`src/chain_ram_regs.vh`:
```
/*
 * Constants for the driver chain datagram RAM: register map, field
 * positions, reset values, RAM geometry and signal selection codes.
 * Assumes inclusion by a module that uses word addressing on Avalon-MM.
 */
`ifndef CHAIN_RAM_REGS_VH
`define CHAIN_RAM_REGS_VH

// ==================================================================
// Address layout (word address, 7 bits: region select on top)
`define ADDR_W            7
`define REGION_BIT        6
`define ROW_W             6

// ==================================================================
// Register region offsets (region select low)
`define REG_CTRL          6'h00
`define REG_STATUS        6'h01
`define REG_RX            6'h02

// ==================================================================
// Control register fields
`define CTRL_START_BIT    0
`define CTRL_LAST_LO      1
`define CTRL_LAST_HI      2
`define CTRL_DIV_LO       4
`define CTRL_DIV_HI       11
`define CTRL_LAST_RST     2'h2
`define CTRL_DIV_RST      8'h10

// ==================================================================
// Status register fields
`define STAT_BUSY_BIT     0
`define STAT_POS_LO       1
`define STAT_POS_HI       2
`define STAT_PEND_BIT     3

// ==================================================================
// RAM geometry
`define CELL_W            6
`define CELLS             128
`define CFG_CELLS         64
`define LUT_BASE          7'h40

// ==================================================================
// Signal selection codes
`define CODE_W            5
`define SIG_W             20
`define CODE_ZERO         5'h10
`define CODE_ONE          5'h11
`define CODE_DIR          5'h12
`define CODE_STEP         5'h13

`endif

```
`src/chain_ram.v`:
```
/*
 * Configuration RAM and datagram assembly for a chain of up to three
 * serial stepper drivers, with an Avalon-MM register/RAM slave.
 * Assumes sequencer inputs are on sys_clk; the driver data input is
 * asynchronous and is synchronised here. Serial clock is made here.
 */
// The register addresses and register access over Avalon-MM were chosen for this implementation.
`timescale 1ns/1ps
`include "chain_ram_regs.vh"
`default_nettype none

module chain_ram #(
   parameter MOTORS  = 3,
   parameter PHASE_W = 8
) (
   // Clock, reset, enable
   input  wire                     sys_clk,
   input  wire                     nrst,
   input  wire                     clk_en,
   // Avalon-MM slave
   input  wire [`ADDR_W-1:0]       avs_address,
   input  wire                     avs_read,
   input  wire                     avs_write,
   input  wire [31:0]              avs_writedata,
   output reg  [31:0]              avs_readdata,
   output wire                     avs_waitrequest,
   // Sequencer signals, one lane per motor except the shared tx_request
   input  wire [MOTORS*PHASE_W-1:0] ustep_phase,
   input  wire [MOTORS-1:0]        coil_a_fast_decay,
   input  wire [MOTORS-1:0]        coil_b_fast_decay,
   input  wire [MOTORS-1:0]        direction,
   input  wire [MOTORS-1:0]        step,
   input  wire                     tx_request,
   // Driver chain port
   output reg                      drv_sck,
   output reg                      drv_sdo,
   output reg                      drv_cs_n,
   input  wire                     drv_sdi,
   // State
   output wire                     tx_busy,
   output wire [1:0]               driver_chain_position
);

   // ==================================================================
   // States
   localparam [3:0] S_IDLE = 4'h1;
   localparam [3:0] S_LOW  = 4'h2;
   localparam [3:0] S_HIGH = 4'h4;
   localparam [3:0] S_END  = 4'h8;

   // ==================================================================
   // Storage
   reg [`CELL_W-1:0]     mem [0:`CELLS-1];
   reg                   ack_q;
   reg [1:0]             last_driver_index_q;
   reg [7:0]             div_q;
   reg                   pending_q;
   reg [3:0]             state_q;
   reg [6:0]             cell_q;
   reg [1:0]             motor_q;
   reg [7:0]             cnt_q;
   reg [MOTORS*`SIG_W-1:0] snap_q;
   reg                   sdi_s1_q;
   reg                   sdi_s2_q;
   reg [11:0]            rx_q;

   // ==================================================================
   // Bus decode
   wire                  req       = avs_read | avs_write;
   wire                  ram_sel   = avs_address[`REGION_BIT];
   wire [`ROW_W-1:0]     row       = avs_address[`ROW_W-1:0];
   // Rows 0..31 configuration, rows 32..63 microstep table
   wire [6:0]            even_cell = {row, 1'b0};
   wire                  wr_go     = clk_en & avs_write & ack_q;
   wire                  start_wr  = wr_go & ~ram_sel & (row == `REG_CTRL)
                                     & avs_writedata[`CTRL_START_BIT];

   // One wait cycle per access, answer on the second edge
   assign avs_waitrequest       = req & ~ack_q;
   assign tx_busy               = ~state_q[0];
   assign driver_chain_position = motor_q;

   // ==================================================================
   // Per-motor sequencer signal vector, built from the shared table
   wire [MOTORS*`SIG_W-1:0] sig;
   genvar m;
   generate
      for (m = 0; m < MOTORS; m = m + 1) begin : g_motor
         wire [PHASE_W-1:0] ph_a = ustep_phase[m*PHASE_W +: PHASE_W];
         wire [PHASE_W-1:0] ph_b = ph_a + 8'h40;
         // Odd quadrants walk the quarter wave backwards
         wire [5:0] idx_a = ph_a[6] ? ~ph_a[5:0] : ph_a[5:0];
         wire [5:0] idx_b = ph_b[6] ? ~ph_b[5:0] : ph_b[5:0];
         wire [5:0] amp_a = mem[`LUT_BASE + {1'b0, idx_a}];
         wire [5:0] amp_b = mem[`LUT_BASE + {1'b0, idx_b}];
         // Bit index equals the selection code
         assign sig[m*`SIG_W +: `SIG_W] = {
            step[m],
            direction[m],
            1'b1,
            1'b0,
            coil_b_fast_decay[m], ph_b[7], amp_b,
            coil_a_fast_decay[m], ph_a[7], amp_a
         };
      end
   endgenerate

   // ==================================================================
   // Current configuration word and the bit it selects
   wire [`CELL_W-1:0]  word      = mem[cell_q];
   wire                next_motor_flag = word[`CELL_W-1];
   wire [`CODE_W-1:0]  code      = word[`CODE_W-1:0];
   // A last index beyond the chain would read past the snapshot
   wire [1:0]          lane      = (motor_q < MOTORS) ? motor_q : 2'h0;
   wire [`SIG_W-1:0]   motor_sig = snap_q[lane*`SIG_W +: `SIG_W];
   reg                 sel_bit;

   // ==================================================================
   // Selection code decode
   always @* begin
      sel_bit = 1'b0;
      case (code)
         `CODE_ZERO: begin
            sel_bit = 1'b0;
         end
         `CODE_ONE: begin
            sel_bit = 1'b1;
         end
         `CODE_DIR: begin
            sel_bit = motor_sig[`SIG_W-2];
         end
         `CODE_STEP: begin
            sel_bit = motor_sig[`SIG_W-1];
         end
         default: begin
            // Coil codes index the lane directly; unused codes send zero
            if (!code[4]) begin
               sel_bit = motor_sig[code[3:0]];
            end
         end
      endcase
   end

   // ==================================================================
   // Avalon slave and RAM port
   always @(posedge sys_clk or negedge nrst) begin
      if (!nrst) begin
         ack_q               <= 1'b0;
         avs_readdata        <= 32'h0;
         last_driver_index_q <= `CTRL_LAST_RST;
         div_q               <= `CTRL_DIV_RST;
      end else if (clk_en) begin
         ack_q <= req & ~ack_q;
         // Read data lands on the first edge, so it stands when wait drops
         if (req & ~ack_q & avs_read) begin
            if (ram_sel) begin
               avs_readdata <= {20'h0, mem[even_cell + 7'h1], mem[even_cell]};
            end else begin
               case (row)
                  `REG_CTRL:   avs_readdata <= {20'h0, div_q, 1'b0,
                                                last_driver_index_q, 1'b0};
                  `REG_STATUS: avs_readdata <= {28'h0, pending_q, motor_q,
                                                tx_busy};
                  `REG_RX:     avs_readdata <= {20'h0, rx_q};
                  default:     avs_readdata <= 32'h0;
               endcase
            end
         end
         if (wr_go & ~ram_sel & (row == `REG_CTRL)) begin
            last_driver_index_q <= avs_writedata[`CTRL_LAST_HI:`CTRL_LAST_LO];
            div_q               <= avs_writedata[`CTRL_DIV_HI:`CTRL_DIV_LO];
         end
      end
   end

   // RAM cells have no reset; software loads them before use
   always @(posedge sys_clk) begin
      if (wr_go & ram_sel) begin
         mem[even_cell]        <= avs_writedata[5:0];
         mem[even_cell + 7'h1] <= avs_writedata[11:6];
      end
   end

   // ==================================================================
   // Driver data input synchroniser
   always @(posedge sys_clk or negedge nrst) begin
      if (!nrst) begin
         sdi_s1_q <= 1'b0;
         sdi_s2_q <= 1'b0;
      end else if (clk_en) begin
         // Only the second stage is read by logic
         sdi_s1_q <= drv_sdi;
         sdi_s2_q <= sdi_s1_q;
      end
   end

   // ==================================================================
   // Datagram engine
   wire half_done = (cnt_q == 8'h0);

   always @(posedge sys_clk or negedge nrst) begin
      if (!nrst) begin
         state_q   <= S_IDLE;
         pending_q <= 1'b0;
         cell_q    <= 7'h0;
         motor_q   <= 2'h0;
         cnt_q     <= 8'h0;
         snap_q    <= {MOTORS*`SIG_W{1'b0}};
         rx_q      <= 12'h0;
         drv_sck   <= 1'b0;
         drv_sdo   <= 1'b0;
         drv_cs_n  <= 1'b1;
      end else if (clk_en) begin
         // A new request in the start cycle stays pending
         if (tx_request | start_wr) begin
            pending_q <= 1'b1;
         end else if (state_q == S_IDLE && pending_q) begin
            pending_q <= 1'b0;
         end
         case (state_q)
            S_IDLE: begin
               if (pending_q) begin
                  snap_q   <= sig;
                  cell_q   <= 7'h0;
                  motor_q  <= 2'h0;
                  cnt_q    <= div_q;
                  drv_cs_n <= 1'b0;
                  state_q  <= S_LOW;
               end
            end
            S_LOW: begin
               // Data is registered on the first low-half edge, div_q cycles before the rise
               drv_sdo <= sel_bit;
               if (half_done) begin
                  drv_sck <= 1'b1;
                  cnt_q   <= div_q;
                  state_q <= S_HIGH;
               end else begin
                  cnt_q <= cnt_q - 8'h1;
               end
            end
            S_HIGH: begin
               if (half_done) begin
                  drv_sck <= 1'b0;
                  // Driver data taken at the falling clock
                  rx_q    <= {rx_q[10:0], sdi_s2_q};
                  cnt_q   <= div_q;
                  // Wraps inside the lower half; no flag means no end
                  cell_q  <= {1'b0, cell_q[5:0] + 6'h1};
                  if (next_motor_flag) begin
                     if (motor_q == last_driver_index_q) begin
                        motor_q <= 2'h0;
                        state_q <= S_END;
                     end else begin
                        motor_q <= motor_q + 2'h1;
                        state_q <= S_LOW;
                     end
                  end else begin
                     state_q <= S_LOW;
                  end
               end else begin
                  cnt_q <= cnt_q - 8'h1;
               end
            end
            S_END: begin
               // Select stays low one half period after the last clock
               if (half_done) begin
                  drv_cs_n <= 1'b1;
                  drv_sdo  <= 1'b0;
                  state_q  <= S_IDLE;
               end else begin
                  cnt_q <= cnt_q - 8'h1;
               end
            end
            default: begin
               state_q <= S_IDLE;
            end
         endcase
      end
   end

endmodule

`default_nettype wire

```
`config.mk`:
```
export PLATFORM = sky130hd
export DESIGN_NAME = chain_ram
export DESIGN_NICKNAME = d
export VERILOG_FILES = /design/src/chain_ram.v
export VERILOG_INCLUDE_DIRS = /design/src
export SDC_FILE = /design/constraint.sdc
export NUM_CORES = 2
export LEC_CHECK = 0
export BUFFER_PORTS_ARGS = -buffer_cell sky130_fd_sc_hd__buf_2
export CAP_MARGIN = 20
export CORE_ASPECT_RATIO = 0.8
export CORE_MARGIN = 8
export CORE_UTILIZATION = 35
export DETAILED_ROUTE_END_ITERATION = 7
export GPL_ROUTABILITY_DRIVEN = 1
export HOLD_SLACK_MARGIN = 0.03
export PLACE_DENSITY_LB_ADDON = 0.3
export SYNTH_ARGS = -nofsm -noshare
export SYNTH_HDL_FRONTEND = slang
export SYNTH_SLANG_ARGS = --single-unit
```
`constraint.sdc`:
```
create_clock -name sys_clk -period 2.8 [get_ports sys_clk]
set_input_delay 0.14 -clock sys_clk [delete_from_list [all_inputs] [get_ports sys_clk]]
set_output_delay 0.14 -clock sys_clk [all_outputs]
set_load 0.05 [all_outputs]
```
==> impl_metrics.tcl <==
set metrics [dict create \
    r2r_slack_ns -0.33 \
    gpl.final_weighted_congestion 0.962 \
    synth_enable_flop_cells 768 \
    first_pass_grt_wire_length_mm 307 \
    max_clock_freq_mhz 319 \
    rows 131 \
    dp_cells 5651 \
    worstSetupPathType "flop to flop" \
    worst_slack_ns -0.334 \
    critPathRequiredTime_ns 3.43 \
    floorplan.initialDensity_pct 35.3 \
    filler_cell_count 13904 \
    tightest_slew_ns 1.02 \
    post_detailed_route_via_to_cell_ratio 6.72 \
    worstHoldEndpoint "mem[23][0]" \
    fin_cells 5897 \
    synth-warning-count 0 \
    yosys.cell_count.top_type "sky130_fd_sc_hd__mux4_2" \
    max-vdd-ir-drop_mv 0.506 \
    cts_inserted_buffers 94 \
    drt_wl_total_mm 218 \
    die_height_um 375 \
    dp_hpwl_mm 156 \
    vias_in_the_first_global_route 38428 \
    netlist_area_um2 56400 \
    grt_max_degree 66 \
    cp_slowest_stage_delay_ns 0.57 \
    crit_chain "buf_12, buf_12, mux4_1, a22oi_1, nand2_1, a21oi_2, nor4_4, buf_4, a211oi_2, a2111oi_2, nor4_2, a211oi_2" \
    synthTopCellsByArea "sky130_fd_sc_hd__edfxtp_1 41%, sky130_fd_sc_hd__mux4_2 40%, sky130_fd_sc_hd__dfrtp_1 4.9%" \
    layout.area.seq_um2 26000 \
    report.final.hold_viol_count 0 \
    clock-skew-final_ns 0.0327 \
    initialDrtViolationCount 6570 \
    path_buf_inv 3 \
    sequential_cell_area_fraction_in_the_yosys_report_pct 46.0 \
    cts_root_buffer "sky130_fd_sc_hd__clkbuf_16" \
    post-route-cell-area_um2 69200 \
    detailedRoute.firstPassIterationCount 7 \
    top_family_by_delay_on_critical_path "simple AND/OR/NAND/NOR gates" \
    synth.lib_cells_used.distinct 72 \
    die_area_um2 174000 \
    detail_route.drc_violations 0 \
    synth.ff_latch_count 883 \
    global_route.usage.total_pct 24.3 \
    drive_gt1_share_pct 54.9 \
    place_area_um2 65200 \
    placeableCoreArea_um2 160000 \
    post_synth_inst_count 3111 \
    period_minus_slack_ns 3.13 \
    vias 39601 \
    synth_top_cells_by_count "1007 x sky130_fd_sc_hd__mux4_2, 768 x sky130_fd_sc_hd__edfxtp_1, 234 x sky130_fd_sc_hd__nand2_1" \
    setup-violations-final 3 \
    worst_hold_slack_ns 0.0403 \
    worst_r2r_endpoint "drv_sdo" \
    route.antenna.remaining_nets 0 \
    overflow 0 \
    worst_hold_path_type "primary input to flop" \
    clock_sink_count 883 \
    fin_nets 3774 \
    crit_slowest_cell "sky130_fd_sc_hd__dfrtp_4" \
    synth.top_cell.area_share_pct 40.9 \
    top_level_ports 121 \
    synth_flop_cell "sky130_fd_sc_hd__edfxtp_1" \
    clk-insertion-delay-late_ns 0.72 \
    path_clk_slew_ns 0.06 \
    timing.critical_path.to_type "flop" \
    area_used_by_multi_input_combinational_logic_um2 29800 \
    tritoncts_clock_tree "done" \
    rsz0062_at_grt "true" \
    count_of_pins_over_their_slew_limit 0 \
    average_size_of_a_mapped_cell_um2 18.1 \
    critical_path.reg2reg.startpoint "cell_q[1]" \
    max-slew-margin-rel_pct 31.2 \
    max-cap-violations 0 \
    p_leak_nw 23.1 \
    die-width_um 465 \
    grt_antenna_before_repair 20 \
    timing.critical_path.from_type "flop" \
    min-delay-start "avs_writedata[6]" \
    number_of_cells_on_the_worst_hold_path 1 \
    endpoint_arrival_time_on_the_critical_path_ns 3.77 \
    cts-htree-levels 3 \
    port_buffers 80 \
    outcome "complete, but fails checks" \
    finalCritPeriodShare_pct 112 \
    routed_wire_length_per_instance_um 37.0 \
    async_reset_ff_share_pct 13.0 \
    synthToLayoutAreaGrowth_pct 22.7 \
    yosys_top_cell_by_area "sky130_fd_sc_hd__edfxtp_1" \
    cts.path.max_buffers 3 \
    failing_checks "negative setup slack" \
    maximum_fanout_along_the_worst_path 12 \
    timing.reg2reg.worst_path_depth 12 \
    cellPowerDensity_nw_per_um2 644 \
]
-- through the flow --
stage	setup WS (ns)	util, %	total power [mW]	TNS [ns]
floorplan	-0.125	-	24.5	-29.98
global placement	-0.547	40.8	30.6	-5.94
detailed placement	-0.585	40.8	30.7	-5.49
CTS	-0.307	43.0	43.6	-0.802
global route	-0.409	43.3	45.9	-1.07
finish	-0.334	43.3	44.6	-0.820
-- what timing repair did --
item | CTS | global route
gates cloned | 0 | 3
hold buffers | 32 | 0
buffers inserted | 7 | 28
setup endpoints to repair | 7 | 32
pin swaps | 5 | 22
gates resized for setup | 28 | 67
endpoints found under the hold margin | 229 | 0
-- worst max path at each step --
stage | startpoint | end | slack [ns] | cells past startpoint
3_5_place_dp | cell_q[1] | drv_sdo | -0.58 | 10
2_1_floorplan | avs_address[1] | mem[4][0] | -0.12 | 9
3_3_place_gp | cell_q[1] | driver_chain_position[1] | -0.55 | 12
4_1_cts | cell_q[1] | drv_sdo | -0.31 | 11
5_1_grt | cell_q[1] | drv_sdo | -0.41 | 13
6_report | cell_q[1] | drv_sdo | -0.33 | 12
-- worst reg2reg max path: cells and delay by family (launching register included) --
kind / cells / cell delay [ns]
buffers and inverters: 3 / 0.53
AOI/OAI and AO/OA: 5 / 0.78
and+or+nand+nor: 3 / 0.84
DFF: 1 / 0.57
muxes: 1 / 0.33
-- sequential cells by signal (all words and copies together) (netlist names) --
| signal | cells |
|---|---|
| mem | 768 |
| cell_q | 6 |
| cnt_q | 8 |
| sdi_s1_q | 1 |
| sdi_s2_q | 1 |
| rx_q | 12 |
| drv_sdo | 1 |
| drv_cs_n | 1 |
| driver_chain_position | 2 |
| avs_readdata | 12 |
| pending_q | 1 |
| last_driver_index_q | 2 |
| snap_q | 54 |
| state_q | 4 |
| drv_sck | 1 |
| ack_q | 1 |
| div_q | 8 |
-- report_power, final --
part,internal (mW),switching (mW),total (mW)
Combinational,7.98,8.76,16.7
Clock,6.86,5.62,12.5
Sequential,14.9,0.449,15.3
Total,29.7,14.8,44.6
-- metal layers --
layer | global-route usage (%) | wire, um | vias to the layer above
met5 | 0.413 | 81 | -
met2 | 34.0 | 91100 | 3270
met4 | 5.84 | 6810 | 12
li1 | - | - | 14921
met1 | 34.9 | 84400 | 20965
met3 | 10.5 | 35500 | 433
-- cells by family (layout without fill, tap and decap cells) --
| kind of cell | after synthesis | count (layout) | share of synthesized area (%) |
|---|---|---|---|
| muxes | 1180 | 1180 | 44.2 |
| DFF | 883 | 883 | 46.0 |
| and+or+nand+nor | 443 | 443 | 3.35 |
| buffers and inverters | 324 | 958 | 2.77 |
| AOI/OAI and AO/OA | 244 | 244 | 3.03 |
| xor gates and xnor gates | 32 | 32 | 0.497 |
| adders and majority gates | 4 | 4 | 0.0888 |
| other | 1 | 25 | 0.00665 |
-- layout by cell type, fill, tap and decap left out, drive strengths merged, types with 13 or more instances in the layout --
master / count
nand2: 234
conb: 20
xor2: 13
nand3: 15
mux2: 37
dlygate4sd3: 30
dfrtp: 111
buf: 736
nor2: 118
inv: 23
edfxtp: 768
xnor2: 19
mux4: 1037
mux2i: 106
o22ai: 16
nor3: 19
a21oi: 38
o21ai: 44
a22oi: 70
clkbuf: 116
o221ai: 27
clkinv: 42
-- cell type report --
class,count,area share [%]
Timing Repair Buffer,770,11.2
Multi-Input combinational cell,1923,43.0
Clock inverter,59,0.721
Antenna cell,5,0.0181
Tap cell,2128,3.85
Inverter,16,0.0868
Clock buffer,113,3.56
Sequential cell,883,37.5
Power figures use the tool's default switching activity.
